## config.mk

```make
export PLATFORM = sky130hd
export DESIGN_NAME = power_sequencer_supervisor
export DESIGN_NICKNAME = d
export VERILOG_FILES = /design/src/hdl/pwrseq_pkg.sv /design/src/hdl/power_sequencer_supervisor.sv
export VERILOG_INCLUDE_DIRS = /design/src /design/src/hdl
export SDC_FILE = /design/constraint.sdc
export NUM_CORES = 1
export LEC_CHECK = 0
export ABC_AREA = 1
export ABC_CLOCK_PERIOD_IN_PS = 9560
export BUFFER_PORTS_ARGS = -buffer_cell sky130_fd_sc_hd__buf_2
export CORE_MARGIN = 1.5
export CORE_UTILIZATION = 40
export CTS_CLUSTER_SIZE = 10
export DETAILED_ROUTE_END_ITERATION = 6
export PLACE_DENSITY = 0.7
export SLEW_MARGIN = 20
export SYNTH_ARGS = -nofsm -noshare
export SYNTH_HDL_FRONTEND = slang
export SYNTH_SLANG_ARGS = --single-unit
```

## constraint.sdc

```tcl
create_clock -name sys_clk_i -period 9.56 [get_ports sys_clk_i]
set_input_delay 0.956 -clock sys_clk_i [delete_from_list [all_inputs] [get_ports sys_clk_i]]
set_output_delay 0.956 -clock sys_clk_i [all_outputs]
set_load 0.01 [all_outputs]
```

## src/hdl/pwrseq_map.svh

```systemverilog
// constants for the power sequencer: timing, limits, commands, fields
`ifndef PWRSEQ_MAP_SVH
`define PWRSEQ_MAP_SVH
// clock and time base
`define PS_CLK_NS 32'h0000_0004
`define PS_MS_NS 32'h000F_4240
`define PS_FSW_KHZ 32'h0000_023B
`define PS_INIT_PRECISE_MS 16'h0002
`define PS_INIT_NORMAL_MS 16'h0004
// voltage limits in mV
`define PS_VOUT_MIN_MV 16'h0258
`define PS_VOUT_MAX_MV 16'h0E10
`define PS_CEIL_NUM 16'h000B
`define PS_CEIL_DEN 16'h000A
`define PS_INPUT_LOW_LOCKOUT_MIN_MV 16'h0B22
`define PS_INPUT_LOW_LOCKOUT_MAX_MV 16'h3E80
`define PS_ADDR_BASE 7'h19
// command codes of the decoded serial-bus writes
`define PS_CMD_OPERATION 8'h01
`define PS_CMD_VOUT 8'h21
`define PS_CMD_INPUT_LOW_LOCKOUT 8'h35
`define PS_CMD_UV_RESP 8'h5A
`define PS_CMD_TON_DELAY 8'h60
`define PS_CMD_TON_RISE 8'h61
`define PS_CMD_PG_CFG 8'hD3
`define PS_CMD_PG_DELAY 8'hD4
`define PS_CMD_UV_DELAY 8'hD5
`define PS_CMD_MISC 8'hD6
// field positions
`define PS_OP_ON_BIT 7
`define PS_PG_POL_BIT 8
`define PS_MISC_DE_BIT 0
`define PS_MISC_COMP_BIT 1
`define PS_MISC_PRECISE_BIT 2
`define PS_MISC_SYNC_EXT_BIT 3
`define PS_MISC_SYNC_OUT_BIT 4
// reset values
`define PS_RST_PG_TOL 8'h0A
`define PS_RST_GAIN 8'h32
`define PS_RST_UV_RESP 2'h2
`define PS_RST_UV_RETRY 3'h7
`define PS_RST_INPUT_LOW_LOCKOUT_MV 14'h0B22
`define PS_RETRY_FOREVER 3'h7
`endif

```

## src/hdl/pwrseq_pkg.sv

```systemverilog
// types shared by the power sequencer
`default_nettype none
package pwrseq_pkg;
  typedef enum logic [2:0] {
    S_OFF, S_DELAY, S_RAMP, S_COMP, S_RUN, S_UVWAIT, S_UVOFF, S_LATCH
  } seq_st_t;

  // one decoded write from the serial-bus target front end
  typedef struct packed {
    logic wr;
    logic [7:0] code;
    logic [15:0] data;
  } cmd_t;

  typedef struct packed {
    seq_st_t st;
    logic [2:0] en_s, uv_s, tol_s, ll_s;
    logic en_f, uv_f, tol_f, ll_f;
    logic [2:0][9:0] sp;
    logic sp_ok;
    logic [11:0] strap_mv;
    logic [6:0] addr;
    logic [17:0] ms_pre;
    logic [15:0] ms_cnt, pg_cnt;
    logic pg_imm, pg, comp_start;
    logic [8:0] sw_cnt;
    logic [11:0] vout_cmd, tgt;
    logic [15:0] dly_ms, rise_ms, pgd_ms, uv_dly_ms;
    logic pgd_set, pg_pol, op_on, de_en, comp_en, precise;
    logic sync_ext, sync_out;
    logic [7:0] pg_tol, gain;
    logic [13:0] input_low_lockout_mv;
    logic [1:0] uv_resp;
    logic [2:0] uv_retry, retry_cnt;
  } seq_state_t;
endpackage
`default_nettype wire

```

## src/hdl/power_sequencer_supervisor.sv

```systemverilog
// power sequencer and supervisor of a digital step-down module
// Function
// - settings arrive as decoded SMBus 2.0 target writes of PMBus commands.
// - only bus address and output ceiling come from straps; rest is writable.
// - ceiling is strap voltage plus 10%, at most 3.6V; programmed output is held at or below it.
// - output target programmable from 0.6V to 3.6V, within the ceiling.
// - voltage strap picks one table level, 0.60V lowest to 3.30V highest.
// - start delay runs from enable until the programmed time; ramp follows.
// - zero delay starts ramp after internal initialisation of 2ms precise, 4ms normal.
// - zero ramp time drives output to target at once.
// - good needs output in tolerance, no fault; limits, polarity settable.
// - power good waits a delay, default equal to ramp time, settable; none right after compensation.
// - sync pin is clock reference or, on internal oscillator, clock out.
// - fixed-frequency switching at nominal 571kHz from the system clock.
// - default auto-compensation once after ramp at 50% gain; then power good.
// - diode emulation cuts low-side drive at light load, single-phase only.
// - input lockout threshold 2.85V to 16V; no start while input low.
// - undervoltage response: run on, delayed latched stop, or retried stop.
// - default response shuts down at once and restarts once input recovers.
// - enable to ramp about 2ms in precise mode, up to 4ms normally.
`timescale 1ns/1ps
`default_nettype none
`include "pwrseq_map.svh"

module power_sequencer_supervisor #(
  parameter int CYC_PER_MS = `PS_MS_NS / `PS_CLK_NS
) (
  input wire logic sys_clk_i,
  input wire logic rst_n_i,
  input wire logic clk_en_i,
  input wire logic enable_pin_i,
  input wire logic [4:0] voltage_strap_pin_i,
  input wire logic [4:0] address_strap_pin_i,
  input wire pwrseq_pkg::cmd_t cmd_i,
  input wire logic vout_in_tol_i,
  input wire logic vin_low_i,
  input wire logic light_load_i,
  input wire logic fault_i,
  input wire logic comp_done_i,
  input wire logic single_phase_i,
  output logic [6:0] smbus_addr_o,
  output logic [11:0] vout_target_o,
  output logic [13:0] input_low_lockout_thresh_o,
  output logic [7:0] pg_tol_o,
  output logic [7:0] comp_gain_o,
  output logic regulate_o,
  output logic ramp_active_o,
  output logic comp_start_o,
  output logic low_side_off_o,
  output logic output_ok_flag_o,
  output logic pwm_tick_o,
  output logic pll_ext_o,
  output logic sync_o,
  output logic sync_oe_o
);
  localparam int SW_CYC = (`PS_MS_NS / `PS_CLK_NS) / `PS_FSW_KHZ;

  pwrseq_pkg::seq_state_t s, next_s;
  logic tick, en_req, active, cond;
  logic [15:0] vmax, ceil_mv, init_ms, wait_ms, pgd_ms;
  pwrseq_pkg::seq_st_t after_ramp;

  // strap code to output level in mV
  function automatic logic [11:0] volt_of(input logic [4:0] c);
    case (c)
      5'h00: volt_of = 12'h258;
      5'h01: volt_of = 12'h28A;
      5'h02: volt_of = 12'h2BC;
      5'h03: volt_of = 12'h2EE;
      5'h04: volt_of = 12'h320;
      5'h05: volt_of = 12'h352;
      5'h06: volt_of = 12'h384;
      5'h07: volt_of = 12'h3B6;
      5'h08: volt_of = 12'h3E8;
      5'h09: volt_of = 12'h41A;
      5'h0A: volt_of = 12'h44C;
      5'h0B: volt_of = 12'h47E;
      5'h0C: volt_of = 12'h4B0;
      5'h0D: volt_of = 12'h4E2;
      5'h0E: volt_of = 12'h514;
      5'h0F: volt_of = 12'h578;
      5'h10: volt_of = 12'h5DC;
      5'h11: volt_of = 12'h640;
      5'h12: volt_of = 12'h6A4;
      5'h13: volt_of = 12'h708;
      5'h14: volt_of = 12'h76C;
      5'h15: volt_of = 12'h7D0;
      5'h16: volt_of = 12'h834;
      5'h17: volt_of = 12'h898;
      5'h18: volt_of = 12'h8FC;
      5'h19: volt_of = 12'h9C4;
      5'h1A: volt_of = 12'hAF0;
      5'h1B: volt_of = 12'hBB8;
      default: volt_of = 12'hCE4; // codes above the table read as top
    endcase
  endfunction

  function automatic logic [15:0] clamp(input logic [15:0] v,
                                        input logic [15:0] lo,
                                        input logic [15:0] hi);
    clamp = (v < lo) ? lo : ((v > hi) ? hi : v);
  endfunction

  // a pin change counts once second and third stage agree
  function automatic logic filt(input logic [2:0] sh, input logic f);
    filt = (sh[1] == sh[2]) ? sh[2] : f;
  endfunction

  // shared timing and limit terms
  assign tick = s.ms_pre == 18'(CYC_PER_MS - 1);
  assign en_req = s.en_f | s.op_on;
  assign vmax = (16'(s.strap_mv) * `PS_CEIL_NUM) / `PS_CEIL_DEN;
  assign ceil_mv = (vmax < `PS_VOUT_MAX_MV) ? vmax : `PS_VOUT_MAX_MV;
  assign init_ms = s.precise ? `PS_INIT_PRECISE_MS : `PS_INIT_NORMAL_MS;
  // zero delay still waits for initialisation to finish
  assign wait_ms = (s.dly_ms > init_ms) ? s.dly_ms : init_ms;
  assign pgd_ms = s.pgd_set ? s.pgd_ms : s.rise_ms;
  assign after_ramp = s.comp_en ? pwrseq_pkg::S_COMP : pwrseq_pkg::S_RUN;
  assign active = (s.st == pwrseq_pkg::S_DELAY) ||
                  (s.st == pwrseq_pkg::S_RAMP) ||
                  (s.st == pwrseq_pkg::S_COMP) ||
                  (s.st == pwrseq_pkg::S_RUN);
  assign cond = s.tol_f & ~fault_i & ~s.uv_f;

  // next state of the whole block
  always_comb begin
    next_s = s;
    next_s.comp_start = 1'b0;
    // three-stage pin synchronisers
    next_s.en_s = {s.en_s[1:0], enable_pin_i};
    next_s.uv_s = {s.uv_s[1:0], vin_low_i};
    next_s.tol_s = {s.tol_s[1:0], vout_in_tol_i};
    next_s.ll_s = {s.ll_s[1:0], light_load_i};
    next_s.en_f = filt(s.en_s, s.en_f);
    next_s.uv_f = filt(s.uv_s, s.uv_f);
    next_s.tol_f = filt(s.tol_s, s.tol_f);
    next_s.ll_f = filt(s.ll_s, s.ll_f);
    next_s.sp = {s.sp[1:0], {address_strap_pin_i, voltage_strap_pin_i}};
    // straps caught once; reset zeros must leave all three stages first
    if (!s.sp_ok && (s.sp[1] == s.sp[2]) &&
        ((s.ms_pre >= 18'h0_0003) || (s.ms_cnt != 16'h0000))) begin
      next_s.sp_ok = 1'b1;
      next_s.strap_mv = volt_of(s.sp[2][4:0]);
      next_s.vout_cmd = volt_of(s.sp[2][4:0]);
      next_s.addr = `PS_ADDR_BASE + 7'(s.sp[2][9:5]);
    end
    // millisecond base and switching period
    next_s.ms_pre = tick ? 18'h0_0000 : s.ms_pre + 18'h0_0001;
    if (tick && (s.ms_cnt != 16'hFFFF)) begin
      next_s.ms_cnt = s.ms_cnt + 16'h0001;
    end
    next_s.sw_cnt = (s.sw_cnt == 9'(SW_CYC - 1)) ? 9'h000 :
                    s.sw_cnt + 9'h001;
    // decoded bus writes; every other setting lives here
    if (cmd_i.wr) begin
      case (cmd_i.code)
        `PS_CMD_OPERATION: next_s.op_on = cmd_i.data[`PS_OP_ON_BIT];
        `PS_CMD_VOUT: next_s.vout_cmd = 12'(clamp(cmd_i.data,
                        `PS_VOUT_MIN_MV, `PS_VOUT_MAX_MV));
        `PS_CMD_INPUT_LOW_LOCKOUT: next_s.input_low_lockout_mv = 14'(clamp(cmd_i.data,
                        `PS_INPUT_LOW_LOCKOUT_MIN_MV, `PS_INPUT_LOW_LOCKOUT_MAX_MV));
        `PS_CMD_UV_RESP: begin
          next_s.uv_resp = cmd_i.data[1:0];
          next_s.uv_retry = cmd_i.data[4:2];
        end
        `PS_CMD_TON_DELAY: next_s.dly_ms = cmd_i.data;
        `PS_CMD_TON_RISE: next_s.rise_ms = cmd_i.data;
        `PS_CMD_PG_CFG: begin
          next_s.pg_tol = cmd_i.data[7:0];
          next_s.pg_pol = cmd_i.data[`PS_PG_POL_BIT];
        end
        `PS_CMD_PG_DELAY: begin
          next_s.pgd_ms = cmd_i.data;
          next_s.pgd_set = 1'b1;
        end
        `PS_CMD_UV_DELAY: next_s.uv_dly_ms = cmd_i.data;
        `PS_CMD_MISC: begin
          next_s.de_en = cmd_i.data[`PS_MISC_DE_BIT];
          next_s.comp_en = cmd_i.data[`PS_MISC_COMP_BIT];
          next_s.precise = cmd_i.data[`PS_MISC_PRECISE_BIT];
          next_s.sync_ext = cmd_i.data[`PS_MISC_SYNC_EXT_BIT];
          next_s.sync_out = cmd_i.data[`PS_MISC_SYNC_OUT_BIT];
          next_s.gain = cmd_i.data[15:8];
        end
        default: ; // unknown codes are ignored
      endcase
    end
    // programmed target never passes the strap ceiling
    next_s.tgt = (16'(s.vout_cmd) > ceil_mv) ? 12'(ceil_mv) :
                 s.vout_cmd;
    // start-up sequence
    case (s.st)
      pwrseq_pkg::S_OFF: begin
        if (en_req && s.sp_ok && !s.uv_f) begin
          next_s.st = pwrseq_pkg::S_DELAY;
        end
      end
      pwrseq_pkg::S_DELAY: begin
        next_s.pg_imm = 1'b0;
        if (s.ms_cnt >= wait_ms) begin
          next_s.st = (s.rise_ms == 16'h0000) ? after_ramp :
                      pwrseq_pkg::S_RAMP;
        end
      end
      pwrseq_pkg::S_RAMP: begin
        if (s.ms_cnt >= s.rise_ms) begin
          next_s.st = after_ramp;
        end
      end
      pwrseq_pkg::S_COMP: begin
        if (comp_done_i) begin
          next_s.st = pwrseq_pkg::S_RUN;
          next_s.pg_imm = 1'b1;
        end
      end
      pwrseq_pkg::S_RUN: begin
        // good after the delay, or at once after the compensation pass
        if (cond) begin
          if (s.pg_imm || (s.pg_cnt >= pgd_ms)) begin
            next_s.pg = 1'b1;
          end else if (tick) begin
            next_s.pg_cnt = s.pg_cnt + 16'h0001;
          end
        end else begin
          next_s.pg = 1'b0;
          next_s.pg_cnt = 16'h0000;
          next_s.pg_imm = 1'b0;
        end
      end
      pwrseq_pkg::S_UVWAIT: begin
        if (!s.uv_f) begin
          next_s.st = pwrseq_pkg::S_RUN;
        end else if (s.ms_cnt >= s.uv_dly_ms) begin
          next_s.st = pwrseq_pkg::S_LATCH;
        end
      end
      pwrseq_pkg::S_UVOFF: begin
        // keep watching the input; restart while attempts remain
        if (!s.uv_f) begin
          if (s.uv_retry == `PS_RETRY_FOREVER) begin
            next_s.st = pwrseq_pkg::S_DELAY;
          end else if (s.retry_cnt < s.uv_retry) begin
            next_s.retry_cnt = s.retry_cnt + 3'h1;
            next_s.st = pwrseq_pkg::S_DELAY;
          end else begin
            next_s.st = pwrseq_pkg::S_LATCH;
          end
        end
      end
      pwrseq_pkg::S_LATCH: ; // left only by dropping enable
      default: next_s.st = pwrseq_pkg::S_OFF;
    endcase
    // undervoltage response while sequencing or running
    if (active && s.uv_f) begin
      case (s.uv_resp)
        2'h0: ; // ride through
        2'h1: next_s.st = pwrseq_pkg::S_UVWAIT;
        default: next_s.st = pwrseq_pkg::S_UVOFF;
      endcase
    end
    // losing enable always stops and rearms the retry budget
    if (!en_req) begin
      next_s.st = pwrseq_pkg::S_OFF;
      next_s.retry_cnt = 3'h0;
    end
    if (next_s.st != s.st) begin
      next_s.ms_cnt = 16'h0000;
      next_s.ms_pre = 18'h0_0000;
    end
    if (next_s.st != pwrseq_pkg::S_RUN) begin
      next_s.pg = 1'b0;
      next_s.pg_cnt = 16'h0000;
    end
    if ((next_s.st == pwrseq_pkg::S_COMP) &&
        (s.st != pwrseq_pkg::S_COMP)) begin
      next_s.comp_start = 1'b1;
    end
  end

  // single state register; clock enable low freezes everything
  always_ff @(posedge sys_clk_i) begin
    if (!rst_n_i) begin
      s <= '0;
      s.pg_tol <= `PS_RST_PG_TOL;
      s.gain <= `PS_RST_GAIN;
      s.comp_en <= 1'b1;
      s.uv_resp <= `PS_RST_UV_RESP;
      s.uv_retry <= `PS_RST_UV_RETRY;
      s.input_low_lockout_mv <= `PS_RST_INPUT_LOW_LOCKOUT_MV;
    end else if (clk_en_i) begin
      s <= next_s;
    end
  end

  // outputs
  assign smbus_addr_o = s.addr;
  assign vout_target_o = s.tgt;
  assign input_low_lockout_thresh_o = s.input_low_lockout_mv;
  assign pg_tol_o = s.pg_tol;
  assign comp_gain_o = s.gain;
  assign regulate_o = (s.st == pwrseq_pkg::S_RAMP) ||
                      (s.st == pwrseq_pkg::S_COMP) ||
                      (s.st == pwrseq_pkg::S_RUN) ||
                      (s.st == pwrseq_pkg::S_UVWAIT);
  assign ramp_active_o = s.st == pwrseq_pkg::S_RAMP;
  assign comp_start_o = s.comp_start;
  // multi-phase setups never emulate a diode
  assign low_side_off_o = s.de_en & single_phase_i & s.ll_f &
                          regulate_o;
  assign output_ok_flag_o = s.pg ^ s.pg_pol;
  assign pwm_tick_o = s.sw_cnt == 9'h000;
  assign pll_ext_o = s.sync_ext;
  assign sync_oe_o = s.sync_out & ~s.sync_ext;
  assign sync_o = sync_oe_o & (s.sw_cnt < 9'(SW_CYC / 2));
endmodule // power_sequencer_supervisor
`default_nettype wire

```

==> key figures, run 1 <==
Detailed routing
  • WL final: 57.1 mm
  • 1st-iter DRT viols: 1460
  • Via count: 19900
  • DRT antenna net count: 0
  • Average wire per standard cell: 15.0 µm
  • DRT Pass-1 Iters: 5
  • # DRC: 0
  • Vias per cell: 5.23

Yosys
  • Syn Nets: 3062
  • Register bit total from synthesis: 274
  • Synth unique cells: 70
  • Synthesized area per cell: 6.76 µm²
  • Ys async rst share: 0%
  • Seq/Total Area, Yosys: 28.2%
  • Cells after Synth: 2873
  • Post-synth EDFFs: 0
  • Netlist Area Pre-Place: 19400 µm²
  • Primary FF master, synth: dfxtp_1
  • Synth Warn #: 0

Power
  • Cell Pwr Density: 231 nW/µm²
  • P_leak: 0.0117 µW
  • Power Total: 5690 µW
  • VDD IR max: 442 µV

Critical path
  • Critical Path RT: 9.90 ns
  • Worst Path Buf+Inv: 17
  • FF-to-FF Start: s[208]$_SDFFE_PN0P_
  • Reg2reg path depth: 97
  • CP dominant cell by count: nand2_2
  • Slowest cell on the critical path: fa_1
  • Kind of cell adding the most delay to the critical path: simple AND/OR/NAND/NOR gates
  • Max incr delay on CP: 0.51 ns
  • Max FO, Critical Path: 8
  • Capturing point of the worst reg2reg path: vout_target_o[4]$_SDFFE_PN0P_
  • Crit path arrival time: 11.07 ns
  • CP startpoint kind: register
  • Setup crit end kind: register
  • WS Path Type: register to register
  • Crit. Startpoint: s[208]$_SDFFE_PN0P_
  • R2R setup slack: -1.17 ns

Timing
  • Post-route setup TNS: -13.71 ns
  • Tcrit/Tclk final: 112%
  • Fin crit period: 10.73 ns
  • Post-route worst setup slack: -1.17 ns
  • Final Hold Vio Count: 0
  • Clock Skews: 0.0281 ns
  • Slew margin rel.: 29.4%
  • Worst-margin pin slew: 1.05 ns
  • Final Setup Violations: 12
  • Slew Viols, Final: 0
  • FMAX: 93.2 MHz
  • RSZ-0062 raised after global routing: yes

Clock network
  • Num CTS Buffers: 35
  • CTS clk-pin slew, worst paths: 0.06 ns
  • Worst-skew pair later-pin latency: 0.52 ns
  • Clk sink count: 274
  • Clock Tree Buf Depth: 3
  • Clock Tree Root: clkbuf_16
  • CTS H-tree lvls: 2
  • CTS Hold Bufs: 0
  • CTS tree: done

Final layout
  • Fillers: 4549
  • Commonest non-fill, non-tap cells in the layout: 429 x nand2_1, 325 x inv_1, 273 x buf_4
  • Most common cell after layout, fill and taps aside: nand2_1
  • Area of the multi-input gates: 13100 µm²
  • ANT cells: 0
  • Sequential cell area: 5510 µm²
  • Layout area overhead: 26.6%
  • Nets: 3360
  • Layout cells sized above 1: 26.4%

Floorplan
  • Core box area: 47800 µm²
  • Initial Util: 40.6%
  • Die area: 49900 µm²
  • Die Span X: 223 µm
  • Die Y: 223 µm
  • Cell row count: 80
  • I/O pins: 103

Run
  • # Max-Cap Violations: 0

Worst hold path
  • HP Start: vout_target_o[11]$_SDFFE_PN0P_
  • Hold Path Class: register to register
  • Worst Hold End: vout_target_o[11]$_SDFFE_PN0P_
  • Hold path depth: 2

Status
  • Failing checks: negative setup slack
  • Status: finished with violations

Global route
  • Initial antenna violation count: 0
  • First-pass GRT wire length: 90.1 mm
  • Largest net degree at the start of global routing: 86
  • Congestion Overflow GR: 0
  • Global router's overall resource usage: 21.7%
  • Number of global-route vias before repair: 18100

Place
  • GPL Wtd Cong: 0.905
  • Port Buffers: 101
  • HPWL after DPL: 40.5 mm
-- flip-flops by register name (all words and copies together), names as in the netlist, named ones only --
signal and cells:
input_low_lockout_thresh_o 14, vout_target_o 12, pll_ext_o 1, s 185
next_s 28, pg_tol_o 8, comp_gain_o 8, comp_start_o 1
smbus_addr_o 6
-- Yosys cell counts (all sizes together) (3+ instances only) --
library cell	n	area, µm²
a211oi	14	105
a21boi	5	37.5
a21o	5	38.8
a21oi	282	1420
a221oi	5	43.8
a22oi	4	30.0
a311oi	3	26.3
a31oi	18	113
buf	63	502
clkbuf	76	295
clkinv	7	26.3
dfxtp	274	5490
fa	8	160
ha	136	1700
inv	361	1360
nand2	612	2640
nand3	182	1020
nand3b	8	60.1
nand4	61	382
nor2	299	1330
nor3	51	255
nor3b	3	22.5
nor4	18	113
o2111ai	3	26.3
o211ai	18	135
o21a	10	75.1
o21ai	263	1340
o22ai	7	43.8
o31ai	3	22.5
or2	6	37.5
xnor2	13	114
xor2	35	307
-- repair_timing --
item | CTS | global route
endpoints found under the setup margin | 12 | 12
gates resized for setup | 130 | 154
buffers inserted | 46 | 24
pin swaps | 83 | 154
gates cloned | 2 | 1
-- kinds of logic after synthesis --
logic type                 Yosys count  share of synthesized area (%)
other                                1                         0.0193
DFF                                274                           28.2
AOI/OAI and AO/OA                  651                           18.3
adders and majority gates          144                           9.58
xor gates and xnor gates            48                           2.16
buffers and inverters              508                           11.3
and+or+nand+nor                   1247                           30.4
-- report_power, final --
group,switching (µW),internal (µW),total [µW]
combinational,1840,1480,3320
clock,478,685,1160
sequential,29.6,1180,1210
-- per-stage QoR --
stage               util [%]  hold slack [ns]  cell area (µm²)  instances  setup slack (ns)
finish                  51.4            0.458            24600       3797             -1.17
global route            51.4            0.480            24600       3797             -1.94
CTS                     49.7            0.463            23800       3772            -0.807
detailed placement      45.9            0.454            22000       3676             -1.14
global placement        45.9            0.451            22000       3676            -0.943
floorplan                  -            0.435            19800       2873            -0.194
-- worst reg2reg max path, delay by kind of cell, from the launching register on --
family	cells	cell delay, ns
adders and majority gates	4	1.23
DFF	1	0.36
AOI/OAI and AO/OA	7	0.73
and+or+nand+nor	69	6.54
buffers and inverters	17	1.73
-- worst max path at each step --
stage                                         end  slack [ns]  cells after the start
floorplan           vout_target_o[3]$_SDFFE_PN0P_       -0.19                     98
global placement    vout_target_o[7]$_SDFFE_PN0P_       -0.94                     94
detailed placement  vout_target_o[4]$_SDFFE_PN0P_       -1.14                     92
CTS                 vout_target_o[4]$_SDFFE_PN0P_       -0.81                     97
global route        vout_target_o[3]$_SDFFE_PN0P_       -1.94                     97
finish              vout_target_o[4]$_SDFFE_PN0P_       -1.17                     97
-- layer usage --
layer | routed length (µm) | track usage [%]
met1 | 25600 | 28.6
met2 | 27200 | 37.6
met3 | 2850 | 2.61
met4 | 1450 | 5.73
met5 | 0 | 0
-- area by class of cell --
type                            count  share of cell area [%]
Multi-Input combinational cell   2093                    53.1
Sequential cell                   274                    22.4
Timing Repair Buffer              399                    11.6
Inverter                          368                    5.70
Clock buffer                       42                    3.79
Tap cell                          615                    3.13
Clock inverter                      6                   0.234
Power figures use the tool's default switching activity.
==> run 2: changes to the inputs <==
--- a/config.mk
+++ b/config.mk
@@ -14,6 +14,7 @@
 export CTS_CLUSTER_SIZE = 10
 export DETAILED_ROUTE_END_ITERATION = 6
 export PLACE_DENSITY = 0.7
+export RECOVER_POWER = 100
 export SLEW_MARGIN = 20
 export SYNTH_ARGS = -nofsm -noshare
 export SYNTH_HDL_FRONTEND = slang
==> run 2 against run 1 <==
  * The flow finishes with violations (max-capacitance violations, max-slew violations, negative setup slack)
  * Sequential power is essentially flat
  * Sequential share of layout area increased by 0.083 points
  * Core utilization decreased by 0.19 points
  * Via count grew 0.22%
  * Critical path depth is the same
  * Worst setup slack better by 0.0034 ns
  * Total power shrank 0.17%
  * Largest power group unchanged
  * Highest routed layer unchanged
==> key figures, run 2 (synthesis results as in run 1) <==
Timing
  • Final Hold Vio Count: 0
  • FMAX: 93.2 MHz
  • Final Setup Violations: 12
  • Worst-margin pin slew: 1.56 ns
  • Tcrit/Tclk final: 112%
  • Clock Skews: 0.0296 ns
  • Slew margin rel.: -4.11%
  • Hold_ws: 0.460 ns
  • RSZ-0062 raised after global routing: yes
  • Post-route worst setup slack: -1.16 ns
  • Fin crit period: 10.72 ns
  • Slew Viols, Final: 28

Status
  • Failing checks: max-capacitance violations, max-slew violations, negative setup slack
  • Status: finished with violations

Clock network
  • CTS Hold Bufs: 0
  • CTS H-tree lvls: 2
  • Worst-skew pair later-pin latency: 0.52 ns
  • Clk sink count: 274
  • CTS tree: done
  • Clock Tree Root: clkbuf_16
  • Clock Tree Buf Depth: 3
  • CTS clk-pin slew, worst paths: 0.06 ns
  • Num CTS Buffers: 35

Detailed routing
  • Average wire per standard cell: 15.0 µm
  • Via count: 19900
  • 1st-iter DRT viols: 1457
  • WL final: 57.1 mm
  • DRT Pass-1 Iters: 5
  • DRT antenna net count: 0
  • # DRC: 0
  • Vias per cell: 5.24

Place
  • HPWL after DPL: 40.5 mm
  • Pre-CTS WS: -1.14 ns
  • GPL Wtd Cong: 0.905
  • Port Buffers: 101
  • Area post-placement: 22000 µm²

Floorplan
  • Initial Util: 40.6%
  • Core box area: 47800 µm²
  • I/O pins: 103
  • Die area: 49900 µm²
  • Die Span X: 223 µm
  • Die Y: 223 µm
  • Cell row count: 80

Final layout
  • Reg with most FFs: s
  • Most common cell after layout, fill and taps aside: nand2_1
  • Layout area overhead: 26.2%
  • ANT cells: 0
  • Layout cells sized above 1: 24.4%
  • Commonest non-fill, non-tap cells in the layout: 429 x nand2_1, 325 x inv_1, 268 x buf_4
  • Max reg flops: 185
  • Nets: 3360
  • Non-Filler Cell Area, Final: 24500 µm²
  • Post-layout util: 51.2%
  • Fillers: 4587

Power
  • Cell Pwr Density: 232 nW/µm²
  • Power Total: 5680 µW
  • P_leak: 0.0114 µW
  • VDD IR max: 436 µV

Global route
  • First-pass GRT wire length: 90.1 mm
  • Congestion Overflow GR: 0
  • Largest net degree at the start of global routing: 86
  • Global router's overall resource usage: 21.7%
  • Initial antenna violation count: 0
  • Number of global-route vias before repair: 18100

Critical path
  • Crit path arrival time: 11.07 ns
  • FF-to-FF Start: s[208]$_SDFFE_PN0P_
  • CP startpoint kind: register
  • Slowest cell on the critical path: fa_1
  • Setup crit end kind: register
  • CP dominant cell by count: nand2_2
  • Critical Path RT: 9.90 ns
  • Crit. Startpoint: s[208]$_SDFFE_PN0P_
  • Max incr delay on CP: 0.51 ns
  • WS Path Type: register to register
  • Max FO, Critical Path: 8

Worst hold path
  • HP Start: vout_target_o[11]$_SDFFE_PN0P_
  • Hold Path Class: register to register

Run
  • # Max-Cap Violations: 1
run 2: worst paths after layout:
kind	depth (start not counted)	slack [ns]	to
setup / recovery	97	-1.16	vout_target_o[4]$_SDFFE_PN0P_
setup reg to reg	97	-1.16	vout_target_o[4]$_SDFFE_PN0P_
hold / removal	2	0.46	vout_target_o[11]$_SDFFE_PN0P_
hold reg to reg	2	0.46	vout_target_o[11]$_SDFFE_PN0P_
run 2: through the flow:
| step | setup TNS [ns] | instances |
|---|---|---|
| final | -13.64 | 3797 |
| after global routing | -23.11 | 3797 |
| after global placement | -11.06 | 3676 |
| after detailed placement | -13.30 | 3676 |
| after floorplan | -1.97 | 2873 |
| after CTS | -9.41 | 3772 |
run 2: layout make-up:
class                           instances  area, µm²  share of cell area (%)
Clock inverter                          6       57.6                   0.235
Tap cell                              615        769                    3.14
Multi-Input combinational cell       2093      13100                    53.3
Sequential cell                       274       5510                    22.5
Timing Repair Buffer                  399       2770                    11.3
Clock buffer                           42        932                    3.80
Inverter                              368       1400                    5.72
run 2: worst max-delay path: cells and delay by family, from the launching register on:
family          cells  cell delay [ns]
flops               1             0.36
simple gates       73             6.79
fa+ha+maj           4             1.23
compound gates      8             0.97
buf+inv            12             1.14
run 2: routing by layer:
metal | up-vias | track usage [%] | wire [µm]
met5 | - | 0 | 0
met4 | 0 | 5.73 | 1470
met3 | 98 | 2.61 | 2920
met2 | 526 | 37.6 | 27100
met1 | 9170 | 28.6 | 25500
li1 | 10100 | - | -
run 2: repair_timing:
| action | 4_1_cts | 5_1_grt |
|---|---|---|
| cloned | 2 | 1 |
| setup buffers | 46 | 24 |
| endpoints found under the setup margin | 12 | 12 |
| gates resized for setup | 130 | 154 |
| pin swaps | 83 | 154 |
run 2: power by group:
group / total [µW] / switching, µW / internal, µW
sequential: 1210 / 30.3 / 1180
clock: 1160 / 478 / 685
combinational: 3310 / 1840 / 1470
==> run 3: changes to the inputs <==
--- a/config.mk
+++ b/config.mk
@@ -7,13 +7,14 @@
 export NUM_CORES = 1
 export LEC_CHECK = 0
 export ABC_AREA = 1
-export ABC_CLOCK_PERIOD_IN_PS = 9560
+export ABC_CLOCK_PERIOD_IN_PS = 11800
 export BUFFER_PORTS_ARGS = -buffer_cell sky130_fd_sc_hd__buf_2
 export CORE_MARGIN = 1.5
 export CORE_UTILIZATION = 40
 export CTS_CLUSTER_SIZE = 10
 export DETAILED_ROUTE_END_ITERATION = 6
-export PLACE_DENSITY = 0.7
+export HOLD_SLACK_MARGIN = 0.1
+export PLACE_DENSITY = 0.68
 export RECOVER_POWER = 100
 export SLEW_MARGIN = 20
 export SYNTH_ARGS = -nofsm -noshare
==> constraint.sdc (replaced) <==
create_clock -name sys_clk_i -period 11.8 [get_ports sys_clk_i]
set_input_delay 1.18 -clock sys_clk_i [delete_from_list [all_inputs] [get_ports sys_clk_i]]
set_output_delay 1.18 -clock sys_clk_i [all_outputs]
set_load 0.01 [all_outputs]
==> run 3 against run 2 <==
  * The run ends with max-capacitance violations, max-slew violations left
  * Clock skew grew 0.0046 ns
  * Total power shrank 31%
  * Clock power shrank 14%
  * Register-to-register slack gained 1.7 ns
  * Sequential cell count is the same
  * Non-clock buffer count shrank 211
  * Largest power group unchanged
  * Worst setup slack gained 1.7 ns
  * Critical path depth shrank 5
  * Global-route usage shrank 1.0 points
  * Final area shrank 8.9%
  * Fmax shrank 4.5%
==> key figures, run 3 (synthesis results as in run 1) <==
Status
  • Status: finished with violations
  • Failing checks: max-capacitance violations, max-slew violations

Critical path
  • Max incr delay on CP: 0.60 ns
  • Critical Path RT: 12.19 ns
  • Setup crit end kind: register
  • Kind of cell adding the most delay to the critical path: simple AND/OR/NAND/NOR gates
  • Worst Path Buf+Inv: 13
  • Max FO, Critical Path: 8
  • Slowest cell on the critical path: fa_1
  • Worst Setup EP: vout_target_o[7]$_SDFFE_PN0P_
  • Levels on crit path: 92
  • Reg2reg path depth: 92
  • FF-to-FF Start: s[204]$_SDFFE_PN0P_
  • CP startpoint kind: register
  • Crit path arrival time: 11.62 ns
  • WS Path Type: register to register
  • Capturing point of the worst reg2reg path: vout_target_o[7]$_SDFFE_PN0P_
  • CP dominant cell by count: nand2_2
  • Crit. Startpoint: s[204]$_SDFFE_PN0P_
  • R2R setup slack: 0.57 ns

Floorplan
  • I/O pins: 103
  • Initial Util: 40.6%
  • Die Y: 223 µm
  • Die Span X: 223 µm
  • Core box area: 47800 µm²
  • Cell row count: 80
  • Die area: 49900 µm²

Final layout
  • Non-filler cells, final: 3601
  • Non-Filler Cell Area, Final: 22300 µm²
  • Most common cell after layout, fill and taps aside: nand2_1
  • Nets: 3157
  • Max reg flops: 185
  • Layout cells sized above 1: 15.5%
  • Commonest non-fill, non-tap cells in the layout: 468 x nand2_1, 337 x inv_1, 276 x a21oi_1
  • Layout area overhead: 14.9%
  • Post-layout util: 46.7%
  • Reg with most FFs: s
  • ANT cells: 0

Global route
  • First-pass GRT wire length: 85.1 mm
  • Largest net degree at the start of global routing: 109
  • Initial antenna violation count: 0
  • Number of global-route vias before repair: 16900
  • Global router's overall resource usage: 20.7%
  • Congestion Overflow GR: 0

Place
  • Area post-placement: 20000 µm²
  • GPL Wtd Cong: 0.895
  • HPWL after DPL: 38.5 mm
  • DP Cell Count: 3468
  • Port Buffers: 101

Clock network
  • Clock Tree Buf Depth: 3
  • Num CTS Buffers: 35
  • Worst-skew pair later-pin latency: 0.56 ns
  • CTS H-tree lvls: 2
  • Clk sink count: 274
  • CTS clk-pin slew, worst paths: 0.05 ns
  • Clock Tree Root: clkbuf_16
  • CTS tree: done

Detailed routing
  • Via count: 19000
  • Average wire per standard cell: 15.2 µm
  • Vias per cell: 5.27
  • # DRC: 0
  • DRT Pass-1 Iters: 5
  • WL final: 54.8 mm
  • 1st-iter DRT viols: 1390
  • DRT antenna net count: 0

Timing
  • Final Hold Vio Count: 0
  • Post-route setup TNS: 0 ns
  • Clock Skews: 0.0343 ns
  • Final Setup Violations: 0
  • Slew margin rel.: -99.2%
  • Worst-margin pin slew: 2.99 ns
  • Fin crit period: 11.23 ns
  • Slew Viols, Final: 125
  • FMAX: 89.1 MHz
  • Hold_ws: 0.461 ns
  • Tcrit/Tclk final: 95.1%

Run
  • # Max-Cap Violations: 2

Power
  • P_leak: 0.0101 µW
  • Cell Pwr Density: 175 nW/µm²
  • VDD IR max: 233 µV

Worst hold path
  • Hold Path Class: register to register
[run 3: cell types whose count changed in the layout (fill, tap and decap cells not counted), sizes merged]
cell,delta
buf,-215
bufinv,+1
clkbuf,+13
clkinv,-4
inv,+1
nand2,+2
nand3,+4
nor2,+2
[run 3: worst min path at each step]
| stage | start | slack, ns | end | cells after the start |
|---|---|---|---|---|
| 2_1_floorplan | s[60]$_SDFFE_PN0P_ | 0.44 | s[60]$_SDFFE_PN0P_ | 2 |
| 3_3_place_gp | input_low_lockout_thresh_o[13]$_SDFFE_PN0P_ | 0.45 | input_low_lockout_thresh_o[13]$_SDFFE_PN0P_ | 2 |
| 3_5_place_dp | input_low_lockout_thresh_o[13]$_SDFFE_PN0P_ | 0.45 | input_low_lockout_thresh_o[13]$_SDFFE_PN0P_ | 2 |
| 4_1_cts | input_low_lockout_thresh_o[13]$_SDFFE_PN0P_ | 0.46 | input_low_lockout_thresh_o[13]$_SDFFE_PN0P_ | 2 |
| 5_1_grt | s[60]$_SDFFE_PN0P_ | 0.48 | s[60]$_SDFFE_PN0P_ | 2 |
| 6_report | input_low_lockout_thresh_o[13]$_SDFFE_PN0P_ | 0.46 | input_low_lockout_thresh_o[13]$_SDFFE_PN0P_ | 2 |
[run 3: worst register-to-register path, delay by kind of cell, from the launching register on]
kind,cells,cell delay [ns]
simple gates,67,6.98
fa+ha+maj,4,1.36
flops,1,0.37
buf+inv,13,1.41
compound gates,8,0.93
[run 3: timing repair]
action	4_1_cts	5_1_grt
hold buffers	0	0
endpoints found under the setup margin	0	12
buffers inserted	0	66
resized for setup	0	181
[run 3: per-layer routing]
layer / wire length, µm / share of wire [%] / track usage (%) / vias up
met2: 25800 / 47 / 34.6 / 478
met5: 0 / 0 / 0 / -
met3: 2730 / 5.0 / 3.21 / 101
met4: 1520 / 2.8 / 6.60 / 0
li1: - / - / - / 9712
met1: 24800 / 45 / 27.3 / 8697
[run 3: layout make-up]
cell class | instances | area [µm²]
clock buffer | 51 | 977
clock inverter | 4 | 62.6
fill | 4868 | 25500
inverter | 368 | 1390
multi-input combinational | 2101 | 12500
sequential | 274 | 5500
tap | 615 | 769
timing repair buffer | 188 | 1090
[run 3: where the power goes]
part	leakage, µW	total, µW	switching (µW)	internal [µW]
sequential	0.00223	977	23.2	954
combinational	0.00739	1930	1230	692
clock	0.000499	999	406	593
total	0.0101	3900	1660	2240
[run 3: metrics by stage]
stage	setup slack, ns	total power (µW)
final	0.573	3900
after global routing	-0.281	4220
after CTS	0.0434	3670
after detailed placement	0.0960	2660
after global placement	0.370	2670
after floorplan	1.76	2390
